==> src/core/fmc_pkg.sv <==
// Constants, states and register map of the fraction multiplier sequencer
// Functional notes
// - Test with single product goes straight to pipe, using init nibble data.
// - Pipe accumulates until pipe end tick, then moves to carry merge.
// - Carry merge holds registers, latches sum into upper hold for 150 ns.
// - Carry end goes to done if pass flag clear, else half transfer.
// - Done raises finished, holds everything until init code is issued.
// - Single product result is routed straight from the sum adder.
// - Reload state loads new nibble counter data for a double product.
// - Double: wait state sets pass flag after 100 ns, pipe after 150 ns.
// - First double pass: upper 32 bits to upper hold, lower in low half.
// - Half transfer: four ticks move halves down, clear flag and carries.
// - Second double pass merges saved low half, 4 bits per tick, six ticks.
// - After 20 merged bits go to zero feed until pipe end tick.
// - Double done: upper bits from sum adder on A, low half on B.
// - Integer product reloads nibble counter, test selects wait state.
// - Integer: one tick after pass flag sets in wait (150 ns), enter integer pipeline.
// - Integer pipeline ends in done when nibble count equals 3.
// - Integer done: upper half on A, next microcycle lower half on A.
// - Division: upper hold and low half form one quotient register.
// - Test with pipe start and quotient op enters divide wait.
// - Divide wait entered with odd nibble count, left when even.
// - Quotient shift each even tick into bit 4 of low half, and of upper half unless double.
// - Quotient full at bits 28/29, checked at T100, goes to done.
// - State register advances every 50 ns from state and flags.
// - Test without pipe start returns to init and keeps waiting.
package fmc_pkg;
    typedef enum logic [3:0] {
        FMC_INIT, FMC_SYNC, FMC_RELOAD, FMC_TEST, FMC_DIV_WAIT, FMC_QUOT_SHIFT, FMC_WAIT,
        FMC_INT_PIPE, FMC_PIPE, FMC_CARRY_MERGE, FMC_HALF_TRANSFER, FMC_ZERO_FEED, FMC_DONE
    } fmc_state_t;

    // Operation kinds held in the control register
    localparam logic [1:0] OP_SINGLE = 2'h0;
    localparam logic [1:0] OP_DOUBLE = 2'h1;
    localparam logic [1:0] OP_INTEGER = 2'h2;

    // Timing
    localparam int CLK_NS = 8;
    localparam int TICK_NS = 50;
    localparam int TICK_CYC = TICK_NS / CLK_NS;
    localparam int FLAG_NS = 100;
    localparam int WAIT_NS = 150;
    localparam int CARRY_NS = 150;
    localparam int DIV_WAIT_NS = 100;
    localparam logic [3:0] FLAG_TICKS = 4'(FLAG_NS / TICK_NS);
    localparam logic [3:0] WAIT_TICKS = 4'(WAIT_NS / TICK_NS);
    localparam logic [3:0] CARRY_TICKS = 4'(CARRY_NS / TICK_NS);
    localparam logic [3:0] DIV_WAIT_TICKS = 4'(DIV_WAIT_NS / TICK_NS);
    localparam logic [3:0] HALF_TRANSFER_STATE_TICKS = 4'h4;
    localparam logic [3:0] PIPE_TICKS = 4'h8;
    localparam logic [2:0] MERGE_TAIL_CNT = 3'h5;
    localparam logic [1:0] PHASE_T100 = 2'h2;

    // Nibble counter loads
    localparam logic [3:0] NIB_SINGLE = 4'hA;
    localparam logic [3:0] NIB_DOUBLE = 4'h2;
    localparam logic [3:0] NIB_INTEGER = 4'h6;
    localparam logic [3:0] NIB_INT_END = 4'h3;
    localparam logic [3:0] INIT_CODE = 4'hF;

    // Quotient
    localparam int QBIT_POS = 4;
    localparam int QFULL_LO = 28;
    localparam int QFULL_HI = 29;

    // APB map
    localparam logic [7:0] ADDR_CTRL = 8'h00;
    localparam logic [7:0] ADDR_OPLOAD = 8'h04;
    localparam logic [7:0] ADDR_STATUS = 8'h08;
    localparam logic [7:0] ADDR_UPPER = 8'h0C;
    localparam logic [7:0] ADDR_LOW = 8'h10;
    localparam logic [7:0] ADDR_ACCUM = 8'h14;
    localparam logic [3:0] CTRL_RESET = 4'h0;
endpackage

==> src/core/fmc_sequencer.sv <==
// Fraction multiplier state sequencer with APB register access
`timescale 1ns/1ns
module fmc_sequencer (
    // Clock and reset
    input wire logic i_core_clk,
    input wire logic i_rst,
    // APB slave
    input wire logic i_psel,
    input wire logic i_penable,
    input wire logic i_pwrite,
    input wire logic [7:0] i_paddr,
    input wire logic [31:0] i_pwdata,
    output logic [31:0] o_prdata,
    output logic o_pready,
    output logic o_pslverr,
    // Datapath inputs
    input wire logic [31:0] i_sum_data,
    input wire logic [3:0] i_pp_low_nibble,
    input wire logic i_quot_bit,
    // Sequencer outputs
    output logic o_arith_finished,
    output logic o_low_half_merge_en,
    output logic [3:0] o_merge_nibble,
    output logic o_clear_carries,
    output logic o_result_from_sum,
    output logic o_busa_from_low,
    output logic o_busb_from_low,
    output logic [31:0] o_upper_hold,
    output logic [31:0] o_low_half
);
    fmc_pkg::fmc_state_t state_reg;
    logic [2:0] div_cnt_reg;
    logic tick_reg;
    logic [1:0] phase_reg;
    logic [3:0] nibble_reg;
    logic [3:0] st_cnt_reg;
    logic [3:0] pipe_cnt_reg;
    logic [2:0] merge_cnt_reg;
    logic pass_flag_reg;
    logic [31:0] upper_reg;
    logic [31:0] low_reg;
    logic [31:0] accum_reg;
    logic [1:0] op_kind_reg;
    logic quot_op_reg;
    logic pipe_start_reg;
    logic [3:0] opload_reg;
    logic init_req_reg;
    logic is_double;
    logic is_int;
    logic merge_now;
    logic quot_full;
    logic wr_en;
    logic rd_en;

    function automatic logic addr_ok(input logic [7:0] a);
        addr_ok = (a == fmc_pkg::ADDR_CTRL) || (a == fmc_pkg::ADDR_OPLOAD) || (a == fmc_pkg::ADDR_STATUS)
            || (a == fmc_pkg::ADDR_UPPER) || (a == fmc_pkg::ADDR_LOW) || (a == fmc_pkg::ADDR_ACCUM);
    endfunction

    assign is_double = (op_kind_reg == fmc_pkg::OP_DOUBLE);
    assign is_int = (op_kind_reg == fmc_pkg::OP_INTEGER);
    assign wr_en = i_psel && i_penable && !o_pready && i_pwrite;
    assign rd_en = i_psel && i_penable && !o_pready && !i_pwrite;
    // Merge while in second-pass pipe, and once more on entry to zero feed
    assign merge_now = (!pass_flag_reg && is_double)
        && ((state_reg == fmc_pkg::FMC_PIPE) || (state_reg == fmc_pkg::FMC_ZERO_FEED && st_cnt_reg == 4'h0));
    assign quot_full = upper_reg[fmc_pkg::QFULL_LO] || upper_reg[fmc_pkg::QFULL_HI];

    // 50 ns tick divider and microcycle phase
    always_ff @(posedge i_core_clk) begin
        if (i_rst) begin
            div_cnt_reg <= 3'h0;
            tick_reg <= 1'b0;
            phase_reg <= 2'h0;
        end else begin
            tick_reg <= (div_cnt_reg == 3'(fmc_pkg::TICK_CYC - 1));
            if (div_cnt_reg == 3'(fmc_pkg::TICK_CYC - 1)) begin
                div_cnt_reg <= 3'h0;
            end else begin
                div_cnt_reg <= div_cnt_reg + 3'h1;
            end
            if (tick_reg) begin
                phase_reg <= phase_reg + 2'h1;
            end
        end
    end

    // APB slave, one wait state
    always_ff @(posedge i_core_clk) begin
        if (i_rst) begin
            o_pready <= 1'b0;
            o_pslverr <= 1'b0;
            o_prdata <= 32'h0000_0000;
            op_kind_reg <= 2'h0;
            quot_op_reg <= 1'b0;
            pipe_start_reg <= 1'b0;
            opload_reg <= 4'h0;
            init_req_reg <= 1'b0;
        end else begin
            o_pready <= i_psel && i_penable && !o_pready;
            o_pslverr <= i_psel && i_penable && !o_pready && !addr_ok(i_paddr);
            if (tick_reg) begin
                init_req_reg <= 1'b0;
            end
            if (wr_en && i_paddr == fmc_pkg::ADDR_CTRL) begin
                {pipe_start_reg, quot_op_reg, op_kind_reg} <= i_pwdata[3:0];
            end
            if (wr_en && i_paddr == fmc_pkg::ADDR_OPLOAD) begin
                opload_reg <= i_pwdata[3:0];
                if (i_pwdata[3:0] == fmc_pkg::INIT_CODE) begin
                    init_req_reg <= 1'b1;
                end
            end
            if (rd_en) begin
                case (i_paddr)
                    fmc_pkg::ADDR_CTRL: o_prdata <= {28'h0, pipe_start_reg, quot_op_reg, op_kind_reg};
                    fmc_pkg::ADDR_OPLOAD: o_prdata <= {28'h0, opload_reg};
                    fmc_pkg::ADDR_STATUS: o_prdata <= {16'h0, nibble_reg, 1'b0, quot_full,
                        o_arith_finished, pass_flag_reg, 4'h0, state_reg};
                    fmc_pkg::ADDR_UPPER: o_prdata <= upper_reg;
                    fmc_pkg::ADDR_LOW: o_prdata <= low_reg;
                    fmc_pkg::ADDR_ACCUM: o_prdata <= accum_reg;
                    default: o_prdata <= 32'h0000_0000;
                endcase
            end
        end
    end

    // State register, advanced on the 50 ns tick only
    always_ff @(posedge i_core_clk) begin
        if (i_rst) begin
            state_reg <= fmc_pkg::FMC_INIT;
            st_cnt_reg <= 4'h0;
        end else if (tick_reg) begin
            st_cnt_reg <= st_cnt_reg + 4'h1;
            if (init_req_reg) begin
                state_reg <= fmc_pkg::FMC_INIT;
                st_cnt_reg <= 4'h0;
            end else begin
                case (state_reg)
                    fmc_pkg::FMC_INIT: begin
                        state_reg <= fmc_pkg::FMC_SYNC;
                        st_cnt_reg <= 4'h0;
                    end
                    fmc_pkg::FMC_SYNC: begin
                        state_reg <= fmc_pkg::FMC_RELOAD;
                        st_cnt_reg <= 4'h0;
                    end
                    fmc_pkg::FMC_RELOAD: begin
                        state_reg <= fmc_pkg::FMC_TEST;
                        st_cnt_reg <= 4'h0;
                    end
                    fmc_pkg::FMC_TEST: begin
                        st_cnt_reg <= 4'h0;
                        if (!pipe_start_reg) begin
                            state_reg <= fmc_pkg::FMC_INIT;
                        end else if (quot_op_reg) begin
                            state_reg <= fmc_pkg::FMC_DIV_WAIT;
                        end else if (is_double || is_int) begin
                            state_reg <= fmc_pkg::FMC_WAIT;
                        end else begin
                            state_reg <= fmc_pkg::FMC_PIPE;
                        end
                    end
                    fmc_pkg::FMC_DIV_WAIT: begin
                        if (!nibble_reg[0]) begin
                            state_reg <= fmc_pkg::FMC_QUOT_SHIFT;
                            st_cnt_reg <= 4'h0;
                        end
                    end
                    fmc_pkg::FMC_QUOT_SHIFT: begin
                        if (quot_full && phase_reg == fmc_pkg::PHASE_T100) begin
                            state_reg <= fmc_pkg::FMC_DONE;
                        end
                    end
                    fmc_pkg::FMC_WAIT: begin
                        if (st_cnt_reg == fmc_pkg::WAIT_TICKS - 4'h1) begin
                            state_reg <= is_int ? fmc_pkg::FMC_INT_PIPE : fmc_pkg::FMC_PIPE;
                            st_cnt_reg <= 4'h0;
                        end
                    end
                    fmc_pkg::FMC_INT_PIPE: begin
                        if (nibble_reg == fmc_pkg::NIB_INT_END) begin
                            state_reg <= fmc_pkg::FMC_DONE;
                        end
                    end
                    fmc_pkg::FMC_PIPE: begin
                        st_cnt_reg <= 4'h0;
                        if (pipe_cnt_reg == fmc_pkg::PIPE_TICKS - 4'h1) begin
                            state_reg <= fmc_pkg::FMC_CARRY_MERGE;
                        end else if (merge_now && merge_cnt_reg == fmc_pkg::MERGE_TAIL_CNT - 3'h1) begin
                            state_reg <= fmc_pkg::FMC_ZERO_FEED;
                        end
                    end
                    fmc_pkg::FMC_ZERO_FEED: begin
                        if (pipe_cnt_reg == fmc_pkg::PIPE_TICKS - 4'h1) begin
                            state_reg <= fmc_pkg::FMC_CARRY_MERGE;
                            st_cnt_reg <= 4'h0;
                        end
                    end
                    fmc_pkg::FMC_CARRY_MERGE: begin
                        if (st_cnt_reg == fmc_pkg::CARRY_TICKS - 4'h1) begin
                            state_reg <= pass_flag_reg ? fmc_pkg::FMC_HALF_TRANSFER : fmc_pkg::FMC_DONE;
                            st_cnt_reg <= 4'h0;
                        end
                    end
                    fmc_pkg::FMC_HALF_TRANSFER: begin
                        if (st_cnt_reg == fmc_pkg::HALF_TRANSFER_STATE_TICKS - 4'h1) begin
                            state_reg <= fmc_pkg::FMC_PIPE;
                            st_cnt_reg <= 4'h0;
                        end
                    end
                    fmc_pkg::FMC_DONE: begin
                        state_reg <= fmc_pkg::FMC_DONE;
                    end
                    default: begin
                        state_reg <= fmc_pkg::FMC_INIT;
                        st_cnt_reg <= 4'h0;
                    end
                endcase
            end
        end
    end

    // Pass flag, nibble counter, pipe and merge counters
    always_ff @(posedge i_core_clk) begin
        if (i_rst) begin
            pass_flag_reg <= 1'b0;
            nibble_reg <= fmc_pkg::NIB_SINGLE;
            pipe_cnt_reg <= 4'h0;
            merge_cnt_reg <= 3'h0;
        end else if (tick_reg) begin
            nibble_reg <= nibble_reg + 4'h1;
            case (state_reg)
                fmc_pkg::FMC_INIT: begin
                    nibble_reg <= fmc_pkg::NIB_SINGLE;
                    // Cleared here so a single product after a double starts fresh
                    pipe_cnt_reg <= 4'h0;
                    merge_cnt_reg <= 3'h0;
                end
                fmc_pkg::FMC_SYNC: begin
                    pass_flag_reg <= 1'b0;
                end
                fmc_pkg::FMC_RELOAD: begin
                    if (is_int) begin
                        nibble_reg <= fmc_pkg::NIB_INTEGER;
                    end else if (is_double) begin
                        nibble_reg <= fmc_pkg::NIB_DOUBLE;
                    end
                end
                fmc_pkg::FMC_WAIT: begin
                    if (st_cnt_reg == fmc_pkg::FLAG_TICKS - 4'h1) begin
                        pass_flag_reg <= 1'b1;
                    end
                end
                fmc_pkg::FMC_PIPE, fmc_pkg::FMC_ZERO_FEED: begin
                    pipe_cnt_reg <= pipe_cnt_reg + 4'h1;
                    if (merge_now) begin
                        merge_cnt_reg <= merge_cnt_reg + 3'h1;
                    end
                end
                fmc_pkg::FMC_HALF_TRANSFER: begin
                    pass_flag_reg <= 1'b0;
                    pipe_cnt_reg <= 4'h0;
                end
                fmc_pkg::FMC_DONE: begin
                    nibble_reg <= nibble_reg;
                end
                default: begin
                end
            endcase
        end
    end

    // Datapath registers
    always_ff @(posedge i_core_clk) begin
        if (i_rst) begin
            upper_reg <= 32'h0000_0000;
            low_reg <= 32'h0000_0000;
            accum_reg <= 32'h0000_0000;
            o_merge_nibble <= 4'h0;
        end else if (tick_reg) begin
            case (state_reg)
                fmc_pkg::FMC_TEST: begin
                    upper_reg <= 32'h0000_0000;
                    low_reg <= 32'h0000_0000;
                    accum_reg <= 32'h0000_0000;
                end
                fmc_pkg::FMC_PIPE, fmc_pkg::FMC_ZERO_FEED, fmc_pkg::FMC_INT_PIPE: begin
                    // Product LSBs enter the top, saved bits leave the bottom
                    low_reg <= {i_pp_low_nibble, low_reg[31:4]};
                    o_merge_nibble <= merge_now ? low_reg[3:0] : 4'h0;
                    accum_reg <= i_sum_data;
                end
                fmc_pkg::FMC_CARRY_MERGE: begin
                    upper_reg <= i_sum_data;
                end
                fmc_pkg::FMC_HALF_TRANSFER: begin
                    accum_reg <= {low_reg[7:0], accum_reg[31:8]};
                    low_reg <= {upper_reg[7:0], low_reg[31:8]};
                    upper_reg <= {8'h00, upper_reg[31:8]};
                end
                fmc_pkg::FMC_QUOT_SHIFT: begin
                    if (!nibble_reg[0]) begin
                        // Concatenated shift, low MSB feeds upper LSB
                        low_reg <= {low_reg[30:fmc_pkg::QBIT_POS], i_quot_bit, low_reg[2:0], 1'b0};
                        upper_reg <= {upper_reg[30:fmc_pkg::QBIT_POS],
                            is_double ? upper_reg[3] : i_quot_bit, upper_reg[2:0], low_reg[31]};
                    end
                end
                default: begin
                end
            endcase
        end
    end
    // Control outputs, all registered
    always_ff @(posedge i_core_clk) begin
        if (i_rst) begin
            o_arith_finished <= 1'b0;
            o_low_half_merge_en <= 1'b0;
            o_clear_carries <= 1'b0;
            o_result_from_sum <= 1'b0;
            o_busa_from_low <= 1'b0;
            o_busb_from_low <= 1'b0;
            o_upper_hold <= 32'h0000_0000;
            o_low_half <= 32'h0000_0000;
        end else begin
            o_upper_hold <= upper_reg;
            o_low_half <= low_reg;
            o_arith_finished <= (state_reg == fmc_pkg::FMC_DONE);
            o_low_half_merge_en <= merge_now;
            o_clear_carries <= (state_reg == fmc_pkg::FMC_HALF_TRANSFER) || (state_reg == fmc_pkg::FMC_TEST);
            o_result_from_sum <= (state_reg == fmc_pkg::FMC_DONE) && !quot_op_reg;
            o_busb_from_low <= (state_reg == fmc_pkg::FMC_DONE) && is_double;
            // Integer result: upper half first microcycle, lower half the next
            if (state_reg != fmc_pkg::FMC_DONE || !is_int) begin
                o_busa_from_low <= 1'b0;
            end else if (tick_reg && phase_reg == 2'h3) begin
                o_busa_from_low <= 1'b1;
            end
        end
    end
endmodule
==> config.mk <==
export PLATFORM = sky130hd
export DESIGN_NAME = fmc_sequencer
export DESIGN_NICKNAME = d
export VERILOG_FILES = /design/src/core/fmc_pkg.sv /design/src/core/fmc_sequencer.sv
export SDC_FILE = /design/constraint.sdc
export NUM_CORES = 1
export LEC_CHECK = 0
export CORE_UTILIZATION = 48
export DETAILED_ROUTE_END_ITERATION = 10
export DONT_BUFFER_PORTS = 1
export GPL_TIMING_DRIVEN = 0
export PLACE_DENSITY_LB_ADDON = 0.15
export SYNTH_ARGS = -nofsm -noshare
export SYNTH_HDL_FRONTEND = slang
export SYNTH_SLANG_ARGS = --single-unit
==> constraint.sdc <==
create_clock -name i_core_clk -period 2.3 [get_ports i_core_clk]
set_input_delay 0.46 -clock i_core_clk [delete_from_list [all_inputs] [get_ports i_core_clk]]
set_output_delay 0.46 -clock i_core_clk [all_outputs]
set_load 0.05 [all_outputs]
### After elaboration in Yosys (flattened, before gate mapping)

Cells that the tools add are included.

* flip-flop bits (word level): 239
* output and inout port bits: 108
* logic and storage cells: 175

* add/subtract/negate cells: 6
* equality and inequality tests: 41
* multiplexer cells: 41
* bitwise gates (word level): 1
* reduce and logical (&&, ||, !) cells: 57

Operators by type and width (number)
* $pmux W32 S4: 2
* $pmux W32 S6: 1
* $pmux W32 S3: 1
* $mux W4: 22
* $mux W32: 2
* $pmux W4 S13: 1
* $eq A4 B4 Y1 const B: 6
* $eq A4 B2 Y1 const B: 5
* $eq A4 B3 Y1 const B: 5
* $pmux W4 S5: 1
* $ne A3 B3 Y1 const B: 6
* $eq A8 B4 Y1 const B: 2
* $eq A8 B5 Y1 const B: 2
* $logic_and A1 B1 Y1: 15
* $add A4 B1 Y4 const B: 3
* $pmux W4 S3: 1
* $reduce_and A3 Y1: 4
* $reduce_or A2 Y1: 6
* $logic_or A1 B1 Y1: 10
* $reduce_and A9 Y1: 1
* $eq A4 B1 Y1 const B: 2
* $eq A8 B3 Y1 const B: 1
* $logic_not A4 Y1: 2
* $logic_not A8 Y1: 1
* other kinds (21): 44

### Depth between registers and ports, before layout

* depth in word-level cells: 9
* gate-level depth with buffers: 9
* depth with buffers taken out: 7

### Least setup slack after synthesis

Ideal clock, no wire load.

* path type: register to register
* start: register st_cnt_reg[0]
* end: register st_cnt_reg[2]
* library setup time: 144 ps
* arrival time: 2132 ps
* required time: 2156 ps
* slack: 24 ps
* cell stages (with the launch flop): 7
* cells stage by stage: dfxtp_1 > ha_1 > or3b_2 > a22o_1 > o311ai_0 > o22ai_1 > o2bb2ai_1

* word-level cells in the longest chain between the ends: 4
* elaborated cells between the ends (all ways): 9
* those cells by class: add/sub (1); eq/ne (2); mux (6)

Ends and longest elaborated chain
* start, declared: RTL line fmc_sequencer.sv:36 `logic [3:0] st_cnt_reg;`
* start signal, assigned: RTL line fmc_sequencer.sv:135 `st_cnt_reg <= st_cnt_reg + 4'h1;`
* $add A4 B1 Y4 (tied with other cells): RTL line fmc_sequencer.sv:135
* $mux W4, on equally long branches
* $pmux W4 S5 (*): RTL line fmc_sequencer.sv:140 `case (state_reg)`
* $mux W4 (*): RTL line fmc_sequencer.sv:136 `if (init_req_reg) begin`

Mark *: on every way between the ends. The rest lies on a longest branch, timed or not.
A chain may end at the register's enable or synchronous reset.

### Worst setup path in the final report

* start: input port i_paddr[1]
* end: register o_prdata[4]

* word-level cells in the longest chain between the ends: 2
* elaborated cells between the ends (all ways): 7
* those cells by class: eq/ne (5); mux (1); reduce/logical (1)

Ends and longest elaborated chain
* start, declared: RTL line fmc_sequencer.sv:11 `input wire logic [7:0] i_paddr,`
* $eq A8 B5 Y1 (tied with other cells): RTL line fmc_sequencer.sv:115 `case (i_paddr)`
* $pmux W32 S6 (*): RTL line fmc_sequencer.sv:115
* end signal, assigned: RTL line fmc_sequencer.sv:116 `fmc_pkg::ADDR_CTRL: o_prdata <= {28'h0, pipe_start_reg, quot_op_reg, op_kind_reg};`
* end signal, assigned: RTL line fmc_sequencer.sv:117 `fmc_pkg::ADDR_OPLOAD: o_prdata <= {28'h0, opload_reg};`
* end signal, assigned: RTL line fmc_sequencer.sv:118 `fmc_pkg::ADDR_STATUS: o_prdata <= {16'h0, nibble_reg, 1'b0, quot_full,`
* end, declared: RTL line fmc_sequencer.sv:13 `output logic [31:0] o_prdata,`

Marked as above.

==> impl_metrics.env <==
export IMPL_min_from="i_pwdata[1]"
export IMPL_areaGrowthSynthToFinish_pct=12.4
export IMPL_hp_class="in2reg"
export IMPL_clk_latency_ps=540
export IMPL_dieArea_sq_um=21500
export IMPL_violations="design-rule violations"
export IMPL_yosysTopAreaCell="dfxtp_1"
export IMPL_startpoint="i_paddr[1]"
export IMPL_dr_pass1_iters=11
export IMPL_grtUsageTotal_pct=30.9
export IMPL_globalplace_congestion=0.957
export IMPL_fin_area_sq_um=11300
export IMPL_reg2reg_slack_ps=50
export IMPL_synth_ff_type="dfxtp_1"
export IMPL_initial_core_util_pct=49.3
export IMPL_ys_async_sr_fraction_pct=0
export IMPL_crit_path_end_kind="flip-flop"
export IMPL_yosysWarnings=0
export IMPL_vdd_drop_max_mv=0.459
export IMPL_drc=6
export IMPL_clock_sinks=239
export IMPL_post_place_ws_ps=-618
export IMPL_crit_required_ps=2760
export IMPL_worstMarginPinSlew_ps=939
export IMPL_worst_slack_ps=7.81
export IMPL_nets=1202
export IMPL_synth_edf_count=0
export IMPL_syn_area_sq_um=10000
export IMPL_hold_depth=2
export IMPL_synthesis_nets=1177
export IMPL_max_freq_mhz=436
export IMPL_yosys_cell_types_count=67
export IMPL_fillerInstances=1890
export IMPL_power_density_nw_per_um2=740
export IMPL_layout_commonest_cell="dfxtp_1"
export IMPL_r2r_cells=8
export IMPL_syn_instance_count=1081
export IMPL_drv_cap=0
export IMPL_drt_iter0_markers=1311
export IMPL_postSynthAreaPerCell_sq_um=9.29
export IMPL_drtAntennaViolNets=0
export IMPL_total_power_mw=8.35
export IMPL_synth_area_top_cells="dfxtp_1 (48%), a22oi_1 (6.4%), a222oi_1 (5.3%)"
export IMPL_path_max_fanout=10
export IMPL_antenna_cells=0
export IMPL_path_class="in2reg"
export IMPL_p_leak_nw=3.79
export IMPL_final_max_slew_viol_count=0
export IMPL_grt_setup_unrepaired="yes"
export IMPL_grt_pass1_vias=8237
export IMPL_status="complete, but fails checks"
export IMPL_reg2reg_from="state_reg[1]$_SDFFE_PP0P_"
export IMPL_grt_pass1_wl_mm=50.8
export IMPL_htreeDepth=1
export IMPL_finalSetupTns_ps=0
export IMPL_final_cell_mix="dfxtp_1 (237), nand2_1 (112), nor2_1 (93), a22oi_1 (85), nor2b_1 (74)"
export IMPL_rows=52
export IMPL_drt_wl_total_mm=34.1
export IMPL_dpl_hpwl_mm=24.7
export IMPL_num_vias=8918
export IMPL_grt_overflow=0
export IMPL_cts_path_max_buffers=3
export IMPL_drive_gt1_share_pct=10.1
export IMPL_startpoint_type="input pin"
export IMPL_clock_skew_ps=10.9
export IMPL_period_needed_ps=2290
export IMPL_cts_buffers=25
export IMPL_setup_viol=0
export IMPL_place_area_sq_um=10400
export IMPL_grt_max_degree=20
export IMPL_die_h_microns=147
export IMPL_cts_tree="built"
export IMPL_clock_root_buffer="clkbuf_16"
export IMPL_hold_viol=0
export IMPL_antenna_found_initial=0
export IMPL_die_w_microns=147
export IMPL_path_clk_slew_ps=60
export IMPL_post_cts_buffers=0
export IMPL_num_io_pins=190
export IMPL_yosysTopAreaCellShare_pct=47.6
export IMPL_cp_arrival_ps=2750
export IMPL_wl_per_cell_microns=24.5
export IMPL_ys_seq_area_share_pct=47.6
export IMPL_vias_per_cell=6.41
export IMPL_ys_ff_latch=239
export IMPL_relSlewSlack_pct=37.4
export IMPL_finalCritPeriodShare_pct=99.7
export IMPL_io_buffers=0
export IMPL_coreArea_sq_um=20400
[where the power goes]
| group | leakage (nW) | switching (mW) | internal (mW) | total, mW |
|---|---|---|---|---|
| registers | 1.93 | 0.0283 | 4.15 | 4.18 |
| clock network | 0.385 | 1.69 | 2.31 | 4.00 |
| logic | 1.48 | 0.132 | 0.0426 | 0.175 |
| total | 3.79 | 1.85 | 6.50 | 8.35 |
[kinds of logic after synthesis]
group                      count (synthesis)  share of synthesized area [%]
xor gates and xnor gates                   4                          0.349
and+or+nand+nor                          366                           18.5
DFF                                      239                           47.6
buffers and inverters                    110                           4.42
adders and majority gates                 14                           1.74
muxes                                     23                           2.35
AOI/OAI and AO/OA                        325                           25.0
[critical path, cell delays in order]
cell and delay [ps]:
or4_4 520, buf_6 150, nor4_4 640, clkbuf_1 520, a222oi_1 280, o21ai_1 180
[worst paths after layout]
check | to
worst max-delay path | o_prdata[4]$_SDFFE_PP0P_
worst min-delay path | op_kind_reg[1]$_SDFFE_PP0P_
worst max register to register | merge_cnt_reg[2]$_SDFFE_PP0P_
worst min register to register | div_cnt_reg[0]$_SDFF_PP0_
[per-stage QoR]
stage / cells / utilization, % / hold WS (ps)
after global placement: 1351 / 51.0 / 436
after global routing: 1391 / 55.4 / 89.5
after floorplan: 1081 / - / 421
after detailed placement: 1351 / 51.0 / 458
after CTS: 1391 / 55.1 / 71.2
final: 1391 / 55.4 / 73.7
[metal layers]
layer | track usage, % | share of wire [%]
met5 | 0 | 0
met4 | 13.4 | 4.1
met3 | 7.50 | 12
met2 | 46.0 | 43
met1 | 42.4 | 40
[synthesized netlist by cell type, types with 4 or more instances]
cell / instances
mux2_2: 5
and3_1: 8
o21ai_0: 26
a22o_1: 25
clkbuf_1: 63
a222oi_1: 53
buf_1: 15
nand2_1: 112
dfxtp_1: 239
o21ai_1: 21
inv_1: 16
nor2b_1: 74
or2_2: 4
nand3_1: 8
or3_1: 6
a22oi_1: 85
nand3b_1: 5
nand2b_1: 9
mux2i_1: 18
a21oi_1: 13
ha_1: 14
buf_2: 13
a211oi_1: 42
nor3_1: 14
o2bb2ai_1: 32
nor2_1: 98
a311oi_1: 5
[layout make-up]
type	instances	area (sq um)	area share, %
flip-flops and latches	239	4790	42.4
inverters	17	67.6	0.599
clock buffers	34	689	6.11
plain buffers	91	410	3.64
well taps	270	338	2.99
clock inverters	8	96.3	0.853
multi-input cells	732	4900	43.4
[repair_timing]
| action | 4_1_cts | 5_1_grt |
|---|---|---|
| pin swaps | 1 | 1 |
| resized for setup | 21 | 43 |
| setup endpoints to repair | 113 | 125 |
| hold buffers | 0 | 0 |
Power figures use the tool's default switching activity.
